==> src/hw/cpgsc_pkg.sv <==
// constants, field layout and carrier types of the channel configuration bank
package cpgsc_pkg;

  localparam int NUM_CHANNELS = 8;
  localparam int FRAME_BITS   = 32;
  localparam int CH_W         = 3;

  // message frame layout
  localparam int RW_BIT = 31;
  localparam int ID_MSB = 30;
  localparam int ID_LSB = 27;
  localparam int CH_MSB = 26;
  localparam int CH_LSB = 24;

  localparam logic [3:0] MSG_PERIOD = 4'h1;
  localparam logic [3:0] MSG_GAIN   = 4'h2;
  localparam logic [3:0] MSG_SETP   = 4'h3;

  // period configuration fields
  localparam int SUMM_BIT = 16;
  localparam int DIVM_MSB = 15;
  localparam int DIVM_LSB = 14;
  localparam int DIVN_MSB = 13;
  localparam int DIVN_LSB = 0;

  // loop gain fields
  localparam int KP_MSB = 23;
  localparam int KP_LSB = 12;
  localparam int KI_MSB = 11;
  localparam int KI_LSB = 0;

  // setpoint and dither fields
  localparam int KEEP_BIT  = 23;
  localparam int DSTEP_MSB = 21;
  localparam int DSTEP_LSB = 11;
  localparam int SETP_MSB  = 10;
  localparam int SETP_LSB  = 0;

  // reset values
  localparam logic        SUMM_RST  = 1'b0;
  localparam logic [1:0]  DIVM_RST  = 2'h0;
  localparam logic [13:0] DIVN_RST  = 14'h0271;
  localparam logic [11:0] GAIN_RST  = 12'h000;
  localparam logic        KEEP_RST  = 1'b0;
  localparam logic [10:0] DSTEP_RST = 11'h000;
  localparam logic [10:0] SETP_RST  = 11'h000;

  // samples per period
  localparam logic [9:0] SPP_32  = 10'h020;
  localparam logic [9:0] SPP_64  = 10'h040;
  localparam logic [9:0] SPP_128 = 10'h080;
  localparam logic [9:0] SPP_512 = 10'h200;

  typedef struct packed {
    logic        sum_method;
    logic [1:0]  div_m;
    logic [13:0] div_n;
  } cpgsc_period_s;

  typedef struct packed {
    logic [11:0] kp;
    logic [11:0] ki;
  } cpgsc_gain_s;

  typedef struct packed {
    logic        keep_run;
    logic [10:0] dither_step;
    logic [10:0] setpoint;
  } cpgsc_setp_s;

  function automatic logic [9:0] samples_per_period(input logic [1:0] code, input logic direct_pwm);
    unique case (code)
      2'h0: samples_per_period = SPP_32;
      2'h1: samples_per_period = SPP_64;
      2'h2: samples_per_period = SPP_128;
      2'h3: samples_per_period = direct_pwm ? SPP_512 : SPP_128;
    endcase
  endfunction

endpackage

==> src/hw/cpgsc_period_timer.sv <==
// per-channel sample and period timing with sample substitution flag
`timescale 1ns/1ps
`default_nettype none
module cpgsc_period_timer (
  input  wire logic                    sys_clk,
  input  wire logic                    rstn,
  input  wire cpgsc_pkg::cpgsc_period_s cfg,
  input  wire logic                    direct_pwm_mode,
  input  wire logic                    out_edge,
  output var  logic                    adc_tick,
  output var  logic                    period_tick,
  output var  logic                    reuse_prev
);
  import cpgsc_pkg::*;

  logic [13:0] clk_cnt_reg;
  logic [9:0]  smp_cnt_reg;
  logic        discard_pend_reg;
  logic [9:0]  spp;
  logic        smp_done;

  assign spp      = samples_per_period(cfg.div_m, direct_pwm_mode);
  // a divider of zero behaves as one clock per sample
  assign smp_done = (clk_cnt_reg + 14'h0001 >= cfg.div_n);

  always_ff @(posedge sys_clk or negedge rstn)
  begin
    if (!rstn)
      clk_cnt_reg <= 14'h0000;
    else if (smp_done)
      clk_cnt_reg <= 14'h0000;
    else
      clk_cnt_reg <= clk_cnt_reg + 14'h0001;
  end

  always_ff @(posedge sys_clk or negedge rstn)
  begin
    if (!rstn)
    begin
      smp_cnt_reg <= 10'h000;
      adc_tick    <= 1'b0;
      period_tick <= 1'b0;
    end
    else
    begin
      adc_tick    <= smp_done; // [RULE8]
      period_tick <= smp_done && (smp_cnt_reg + 10'h001 >= spp); // [RULE8]
      if (smp_done)
        smp_cnt_reg <= (smp_cnt_reg + 10'h001 >= spp) ? 10'h000 : smp_cnt_reg + 10'h001;
    end
  end

  // first sample after an output transition is replaced by the previous one
  always_ff @(posedge sys_clk or negedge rstn)
  begin
    if (!rstn)
    begin
      discard_pend_reg <= 1'b0;
      reuse_prev       <= 1'b0;
    end
    else
    begin
      reuse_prev <= smp_done && discard_pend_reg && cfg.sum_method; // [RULE5]
      if (out_edge && cfg.sum_method)
        discard_pend_reg <= 1'b1; // [RULE5]
      else if (smp_done || !cfg.sum_method)
        discard_pend_reg <= 1'b0; // [RULE4]
    end
  end

endmodule
`default_nettype wire

==> src/hw/cpgsc_config_bank.sv <==
// serial-accessed per-channel period, gain and setpoint configuration bank
//
// Contract
// [RULE1] Bit 31 of a sent message: 0 reads the setting, 1 writes it.
// [RULE2] Period message has identifier 0001 in 30:27, channel in 26:24.
// [RULE3] Period response: bit31 zero, echoed id and channel, 23:17 zero, stored fields.
// [RULE4] Summation method 0, the reset value, averages every sample in the period.
// [RULE5] Summation method 1 drops first sample after output transition, reuses previous.
// [RULE6] Samples per period code: 32, 64, 128, or 512 direct / 128 current mode.
// [RULE7] Fourteen-bit clocks per sample in 13:0, resetting to 625.
// [RULE8] Period equals clocks per sample times samples per period clock periods.
// [RULE9] Gain message has identifier 0010, channel in 26:24, direction bit 31.
// [RULE10] Proportional gain stored from 23:12, resetting to zero.
// [RULE11] Integral gain stored from 11:0, resetting to zero.
// [RULE12] Gain response: bit31 zero, echoed id and channel, stored gains in place.
// [RULE13] Setpoint message has identifier 0011; eleven-bit setpoint in 10:0, reset zero.
// [RULE14] Bit 23 zero disables channel with enable; one keeps it running.
// [RULE15] Eleven-bit dither step stored from 21:11, reset zero, quarter setpoint LSB.
// [RULE16] Dither step of zero turns dither off for that channel.
// [RULE17] Writes touch only the addressed channel; unused sent bits are ignored.
`timescale 1ns/1ps
`default_nettype none
module cpgsc_config_bank #(
  parameter int NCH = cpgsc_pkg::NUM_CHANNELS
) (
  input  wire logic                     sys_clk,
  input  wire logic                     rstn,
  input  wire logic                     spi_sclk,
  input  wire logic                     spi_cs_n,
  input  wire logic                     spi_mosi,
  output var  logic                     spi_miso,
  output var  logic                     spi_miso_oe_n,
  input  wire logic                     enable_pin,
  input  wire logic                     direct_pwm_mode,
  input  wire logic [NCH-1:0]           channel_output_pin,
  output var  cpgsc_pkg::cpgsc_period_s period_cfg [NCH],
  output var  cpgsc_pkg::cpgsc_gain_s   gain_cfg [NCH],
  output var  cpgsc_pkg::cpgsc_setp_s   setp_cfg [NCH],
  output var  logic [NCH-1:0]           channel_run,
  output var  logic [NCH-1:0]           dither_active,
  output var  logic [NCH-1:0]           adc_sample_tick,
  output var  logic [NCH-1:0]           pwm_period_tick,
  output var  logic [NCH-1:0]           sample_reuse_prev,
  output var  logic                     frame_error
);
  import cpgsc_pkg::*;

  if (NCH != NUM_CHANNELS)
  begin : g_bad_nch
    $error("channel count must match the 3-bit channel field");
  end

  typedef enum logic [0:0] {
    LINK_IDLE,
    LINK_SHIFT
  } cpgsc_link_e;

  // pin synchronisers
  logic [1:0] sclk_sync_reg;
  logic [1:0] cs_sync_reg;
  logic [1:0] mosi_sync_reg;
  logic [1:0] en_sync_reg;
  logic [NCH-1:0] outp_meta_reg;
  logic [NCH-1:0] outp_sync_reg;
  logic [NCH-1:0] outp_prev_reg;
  logic       sclk_prev_reg;
  logic       cs_prev_reg;

  logic sclk_rise;
  logic sclk_fall;
  logic cs_fall;
  logic cs_rise;

  always_ff @(posedge sys_clk or negedge rstn)
  begin
    if (!rstn)
    begin
      sclk_sync_reg <= 2'h0;
      cs_sync_reg   <= 2'h3;
      mosi_sync_reg <= 2'h0;
      en_sync_reg   <= 2'h0;
      outp_meta_reg <= '0;
      outp_sync_reg <= '0;
      outp_prev_reg <= '0;
      sclk_prev_reg <= 1'b0;
      cs_prev_reg   <= 1'b1;
    end
    else
    begin
      sclk_sync_reg <= {sclk_sync_reg[0], spi_sclk};
      cs_sync_reg   <= {cs_sync_reg[0], spi_cs_n};
      mosi_sync_reg <= {mosi_sync_reg[0], spi_mosi};
      en_sync_reg   <= {en_sync_reg[0], enable_pin};
      outp_meta_reg <= channel_output_pin;
      outp_sync_reg <= outp_meta_reg;
      outp_prev_reg <= outp_sync_reg;
      sclk_prev_reg <= sclk_sync_reg[1];
      cs_prev_reg   <= cs_sync_reg[1];
    end
  end

  assign sclk_rise = sclk_sync_reg[1] && !sclk_prev_reg;
  assign sclk_fall = !sclk_sync_reg[1] && sclk_prev_reg;
  assign cs_fall   = !cs_sync_reg[1] && cs_prev_reg;
  assign cs_rise   = cs_sync_reg[1] && !cs_prev_reg;

  // frame shifter
  cpgsc_link_e link_state_reg;
  logic [FRAME_BITS-1:0] rx_reg;
  logic [FRAME_BITS-1:0] tx_reg;
  logic [FRAME_BITS-1:0] resp_reg;
  logic [5:0]            bit_cnt_reg;
  logic                  frame_done_reg;
  logic                  resp_load_reg;
  logic [3:0]            last_id_reg;
  logic [CH_W-1:0]       last_ch_reg;

  always_ff @(posedge sys_clk or negedge rstn)
  begin
    if (!rstn)
    begin
      link_state_reg <= LINK_IDLE;
      rx_reg         <= '0;
      bit_cnt_reg    <= 6'h00;
      frame_done_reg <= 1'b0;
      frame_error    <= 1'b0;
    end
    else
    begin
      frame_done_reg <= 1'b0;
      frame_error    <= 1'b0;
      unique case (link_state_reg)
        LINK_IDLE:
        begin
          if (cs_fall)
          begin
            link_state_reg <= LINK_SHIFT;
            bit_cnt_reg    <= 6'h00;
          end
        end
        LINK_SHIFT:
        begin
          if (cs_rise)
          begin
            link_state_reg <= LINK_IDLE;
            // only whole frames are acted on
            if (bit_cnt_reg == 6'(FRAME_BITS))
              frame_done_reg <= 1'b1;
            else
              frame_error <= 1'b1;
          end
          else if (sclk_rise)
          begin
            rx_reg <= {rx_reg[FRAME_BITS-2:0], mosi_sync_reg[1]};
            if (bit_cnt_reg != 6'h3f)
              bit_cnt_reg <= bit_cnt_reg + 6'h01;
          end
        end
      endcase
    end
  end

  // answer of a frame leaves during the following frame
  always_ff @(posedge sys_clk or negedge rstn)
  begin
    if (!rstn)
      tx_reg <= '0;
    else if (cs_fall)
      tx_reg <= resp_reg;
    else if (link_state_reg == LINK_SHIFT && sclk_fall)
      tx_reg <= {tx_reg[FRAME_BITS-2:0], 1'b0};
  end

  assign spi_miso      = tx_reg[FRAME_BITS-1];
  assign spi_miso_oe_n = cs_sync_reg[1];

  // decoded fields of the received frame
  logic            wr_req;
  logic [3:0]      msg_ident;
  logic [CH_W-1:0] msg_ch;

  assign wr_req = rx_reg[RW_BIT]; // [RULE1]
  assign msg_ident = rx_reg[ID_MSB:ID_LSB]; // [RULE2] [RULE9] [RULE13]
  assign msg_ch = rx_reg[CH_MSB:CH_LSB];

  function automatic logic hit(input logic [3:0] id, input logic [CH_W-1:0] ch, input int idx);
    hit = (id == msg_ident) && (ch == CH_W'(idx));
  endfunction

  // period configuration storage
  always_ff @(posedge sys_clk or negedge rstn)
  begin
    if (!rstn)
    begin
      for (int i = 0; i < NCH; i++)
      begin
        period_cfg[i].sum_method <= SUMM_RST; // [RULE4]
        period_cfg[i].div_m <= DIVM_RST; // [RULE6]
        period_cfg[i].div_n <= DIVN_RST; // [RULE7]
      end
    end
    else
    begin
      for (int i = 0; i < NCH; i++)
      begin
        if (frame_done_reg && wr_req && hit(MSG_PERIOD, msg_ch, i)) // [RULE17]
        begin
          period_cfg[i].sum_method <= rx_reg[SUMM_BIT]; // [RULE4] [RULE5]
          period_cfg[i].div_m <= rx_reg[DIVM_MSB:DIVM_LSB]; // [RULE6]
          period_cfg[i].div_n <= rx_reg[DIVN_MSB:DIVN_LSB]; // [RULE7]
        end
      end
    end
  end

  // loop gain storage
  always_ff @(posedge sys_clk or negedge rstn)
  begin
    if (!rstn)
    begin
      for (int i = 0; i < NCH; i++)
      begin
        gain_cfg[i].kp <= GAIN_RST;
        gain_cfg[i].ki <= GAIN_RST;
      end
    end
    else
    begin
      for (int i = 0; i < NCH; i++)
      begin
        if (frame_done_reg && wr_req && hit(MSG_GAIN, msg_ch, i)) // [RULE17]
        begin
          gain_cfg[i].kp <= rx_reg[KP_MSB:KP_LSB]; // [RULE10]
          gain_cfg[i].ki <= rx_reg[KI_MSB:KI_LSB]; // [RULE11]
        end
      end
    end
  end

  // setpoint and dither storage; bit 22 is ignored
  always_ff @(posedge sys_clk or negedge rstn)
  begin
    if (!rstn)
    begin
      for (int i = 0; i < NCH; i++)
      begin
        setp_cfg[i].keep_run    <= KEEP_RST;
        setp_cfg[i].dither_step <= DSTEP_RST;
        setp_cfg[i].setpoint    <= SETP_RST;
      end
    end
    else
    begin
      for (int i = 0; i < NCH; i++)
      begin
        if (frame_done_reg && wr_req && hit(MSG_SETP, msg_ch, i)) // [RULE17]
        begin
          setp_cfg[i].keep_run    <= rx_reg[KEEP_BIT]; // [RULE14]
          setp_cfg[i].dither_step <= rx_reg[DSTEP_MSB:DSTEP_LSB]; // [RULE15]
          setp_cfg[i].setpoint    <= rx_reg[SETP_MSB:SETP_LSB]; // [RULE13]
        end
      end
    end
  end

  // response is built one cycle later, after any write has landed
  always_ff @(posedge sys_clk or negedge rstn)
  begin
    if (!rstn)
    begin
      resp_load_reg <= 1'b0;
      last_id_reg   <= 4'h0;
      last_ch_reg   <= '0;
    end
    else
    begin
      resp_load_reg <= frame_done_reg;
      if (frame_done_reg)
      begin
        last_id_reg <= msg_ident;
        last_ch_reg <= msg_ch;
      end
    end
  end

  logic [23:0] resp_data;

  always_comb
  begin
    resp_data = 24'h000000;
    unique case (last_id_reg)
      MSG_PERIOD:
        resp_data = {7'h00, period_cfg[last_ch_reg]}; // [RULE3]
      MSG_GAIN:
        resp_data = {gain_cfg[last_ch_reg].kp, gain_cfg[last_ch_reg].ki}; // [RULE12]
      MSG_SETP:
        resp_data = {setp_cfg[last_ch_reg].keep_run, 1'b0,
                     setp_cfg[last_ch_reg].dither_step, setp_cfg[last_ch_reg].setpoint};
      default:
        resp_data = 24'h000000;
    endcase
  end

  always_ff @(posedge sys_clk or negedge rstn)
  begin
    if (!rstn)
      resp_reg <= '0;
    else if (resp_load_reg)
      resp_reg <= {1'b0, last_id_reg, last_ch_reg, resp_data}; // [RULE3] [RULE12]
  end

  // channel run and dither qualifiers
  always_ff @(posedge sys_clk or negedge rstn)
  begin
    if (!rstn)
    begin
      channel_run   <= '0;
      dither_active <= '0;
    end
    else
    begin
      for (int i = 0; i < NCH; i++)
      begin
        channel_run[i]   <= en_sync_reg[1] || setp_cfg[i].keep_run; // [RULE14]
        dither_active[i] <= (setp_cfg[i].dither_step != DSTEP_RST); // [RULE16]
      end
    end
  end

  // per-channel sample timing
  for (genvar g = 0; g < NCH; g++)
  begin : g_timer
    cpgsc_period_timer u_timer (
      .sys_clk         (sys_clk),
      .rstn            (rstn),
      .cfg             (period_cfg[g]),
      .direct_pwm_mode (direct_pwm_mode), // [RULE6]
      .out_edge        (outp_sync_reg[g] ^ outp_prev_reg[g]), // [RULE5]
      .adc_tick        (adc_sample_tick[g]),
      .period_tick     (pwm_period_tick[g]),
      .reuse_prev      (sample_reuse_prev[g])
    );
  end

endmodule
`default_nettype wire

==> config.mk <==
export PLATFORM = sky130hd
export DESIGN_NAME = cpgsc_config_bank
export DESIGN_NICKNAME = d
export VERILOG_FILES = /design/src/hw/cpgsc_pkg.sv /design/src/hw/cpgsc_period_timer.sv /design/src/hw/cpgsc_config_bank.sv
export SDC_FILE = /design/constraint.sdc
export NUM_CORES = 1
export LEC_CHECK = 0
export ABC_AREA = 1
export ABC_CLOCK_PERIOD_IN_PS = 8200
export BUFFER_PORTS_ARGS = -buffer_cell sky130_fd_sc_hd__buf_2
export CORE_MARGIN = 8
export CORE_UTILIZATION = 46
export DETAILED_ROUTE_END_ITERATION = 7
export PLACE_DENSITY = 0.74
export SKIP_CTS_REPAIR_TIMING = 1
export SLEW_MARGIN = 40
export SYNTH_ARGS = -nofsm -noshare
export SYNTH_HDL_FRONTEND = slang
export SYNTH_SLANG_ARGS = --single-unit
==> constraint.sdc <==
create_clock -name sys_clk -period 8.2 [get_ports sys_clk]
set_input_delay 1.64 -clock sys_clk [delete_from_list [all_inputs] [get_ports sys_clk]]
set_output_delay 1.64 -clock sys_clk [all_outputs]
set_load 0.02 [all_outputs]
==> impl_metrics.tcl <==
set metrics [dict create \
    drt_wl_total_mm 160 \
    num-nets-final 6105 \
    synth_ff_type "dfrtp_1" \
    first_pass_iters 6 \
    syn_nets 5691 \
    synth_top_area_share 0.483 \
    yosys_warnings 0 \
    antenna_found_initial 5 \
    drtIter0Drc 4406 \
    overflow 0 \
    fillers 8802 \
    cts.sinks 898 \
    path_cells "buf_4, buf_4, o21ai_0, o211ai_1, nand3_1, nand2_1, nor2_1, nor2_1" \
    cts-root-buf "clkbuf_16" \
    synthAdderAreaFrac 0.0480 \
    wl_per_cell_um 21.9 \
    syn_area_per_cell_um2 8.05 \
    cts_max_level 3 \
    skew_ns 0.0326 \
    rows 114 \
    multi_input_area_um2 18700 \
    dp_slack_ns 4.15 \
    hpwl_mm 113 \
    numCtsBuffers 99 \
    num_io_pins 570 \
    synth_edf_count 0 \
    hold_class "flip-flop to flip-flop" \
    cts_tree "done" \
    post-route-min-period_ns 3.62 \
    cp-startpoint "last_ch_reg[1]" \
    regMostFlops "gain_cfg" \
    reg2reg_from "last_ch_reg[1]" \
    setup-tns-final_ns 0 \
    fmax_ghz 0.276 \
    slew_viol_final 0 \
    synth_cell_types 39 \
    timing.final.ws_setup_ns 4.58 \
    fp.dieH_um 326 \
    maxCapViolCount 0 \
    synth-compound-area-share 0.135 \
    crit_end "resp_reg[14]" \
    required_ns 8.81 \
    synth_top_family_by_area "simple AND/OR/NAND/NOR gates" \
    dieArea_um2 107000 \
    reg_top3 "gain_cfg: 192 flops, setp_cfg: 184 flops, period_cfg: 136 flops" \
    grt_usage 0.288 \
    ff2ff_setup_slack_ns 4.58 \
    worst_setup_path_end_kind "flip-flop" \
    synthArstFlopShare 1.00 \
    dr_total_vias 41000 \
    cp.arrival_ns 4.24 \
    rsz0062_at_grt "false" \
    final.period_utilization 0.442 \
    max_stage_delay_ns 0.86 \
    synthesis.area_um2 44300 \
    setup_viol 0 \
    layout_common_cells "nand2_1 (1332), dfrtp_1 (852), o21ai_0 (851)" \
    gp_congestion 0.963 \
    slew_headroom 0.395 \
    seq_area_frac_synth 0.508 \
    yosysTopAreaCell "dfrtp_1" \
    r2r-end "resp_reg[14]" \
    powerDensity_nw_per_um2 187 \
    viasPerCell 5.63 \
    core_area_um2 96100 \
    grt_pass1_vias 38700 \
    layout-drive-gt1-share 0.147 \
    ff_latch_area_um2 22500 \
    hold_violations 0 \
    r2r_cells 8 \
    initial_core_util 0.461 \
    synthCells 5506 \
    ctsLongestPathBuffers 3 \
    hold_ws_ns 0.345 \
    synth.area.mux_share 0 \
    leakagePower_nw 26.2 \
    numPortBuffers 569 \
    yosys-top-cells-area "dfrtp_1 (48%), nand2_1 (11%), o21ai_0 (9.6%)" \
    slowest_stage "dfrtp_4" \
    die_w_um 326 \
    grt_max_degree 154 \
    path_class "flip-flop to flip-flop" \
    outcome "completed" \
    ys_seq_elements 898 \
    drc 0 \
    grt_pass1_wl_mm 238 \
    clkTransAtPathRegs_ns 0.07 \
    mostFrequentLayoutCell "nand2_1" \
    largest_reg_flops 192 \
    synth-simple-area-share 0.220 \
    path_max_fanout 81 \
    peakVddDrop_v 0.000175 \
    antenna_left 0 \
    p_total_mw 9.65 \
    areaGrowthSynthToFinish_pct 16.3 \
    synthXorXnorAreaFrac 0.0164 \
    tightest_slew_ns 0.908 \
    worstSetupStartpointType "flip-flop" \
    worstSkewPairLatency_ns 0.69 \
]
[layer usage]
metal | GRT usage | wire [µm] | vias up
li1 | - | - | 18700
met1 | 0.370 | 61500 | 19700
met2 | 0.447 | 71600 | 2179
met3 | 0.0758 | 17100 | 391
met4 | 0.150 | 9400 | 0
met5 | 0 | 0 | -
[worst max-delay path: cells and delay by family, from the launching register on]
| kind | cells | cell delay [ns] |
|---|---|---|
| and+or+nand+nor | 4 | 0.47 |
| DFF | 1 | 0.86 |
| buffers and inverters | 2 | 1.60 |
| AOI/OAI and AO/OA | 2 | 0.56 |
[cells in the mapped netlist (23+ instances only)]
| master | instances |
|---|---|
| nand2_1 | 1345 |
| dfrtp_1 | 855 |
| o21ai_0 | 851 |
| nor2_1 | 644 |
| inv_1 | 497 |
| nand3_1 | 247 |
| clkbuf_1 | 230 |
| ha_1 | 170 |
| a21oi_1 | 123 |
| o211ai_1 | 72 |
| nand4_1 | 67 |
| xor2_1 | 60 |
| nor3_1 | 45 |
| dfstp_2 | 43 |
| buf_2 | 38 |
| buf_4 | 30 |
| a31oi_1 | 29 |
| o22ai_1 | 23 |
| xnor2_1 | 23 |
[worst min-delay path by stage]
stage                startpoint               end  slack, ns  cells past startpoint
6_report         en_sync_reg[0]    en_sync_reg[1]       0.34                      0
5_1_grt        outp_meta_reg[1]  outp_sync_reg[1]       0.35                      0
4_1_cts        outp_meta_reg[1]  outp_sync_reg[1]       0.35                      0
3_5_place_dp   outp_meta_reg[1]  outp_sync_reg[1]       0.34                      0
3_3_place_gp   outp_meta_reg[2]  outp_sync_reg[2]       0.33                      0
2_1_floorplan    en_sync_reg[0]    en_sync_reg[1]       0.33                      0
[area by class of cell]
type	count	share of cell area
timing repair buffer	626	0.0667
clock buffer	137	0.0533
antenna	3	0.000146
tap	1276	0.0309
sequential	898	0.437
clock inverter	48	0.0129
inverter	499	0.0364
multi-input combinational	3796	0.363
[power by group]
part	leakage (nW)	switching, mW	internal (mW)	total [mW]
sequential	12.1	0.0438	4.51	4.55
combinational	12.4	0.329	0.0741	0.403
clock	1.66	1.95	2.75	4.69
[stage by stage]
step,utilization,cell area (µm²),std cells
floorplan,-,44300,5506
global placement,0.499,47900,7090
global route,0.537,51600,7281
detailed placement,0.500,48100,7093
CTS,0.536,51500,7278
finish,0.537,51600,7283
[cell families (layout without fill, tap and decap cells)]
group                      Yosys count  count (layout)
adders and majority gates          170             170
and+or+nand+nor                   2408            2408
AOI/OAI and AO/OA                 1135            1135
DFF                                898             898
other                                0               3
xor gates and xnor gates            83              83
buffers and inverters              812            1310
Note: power is estimated with default switching activity, not from simulation.
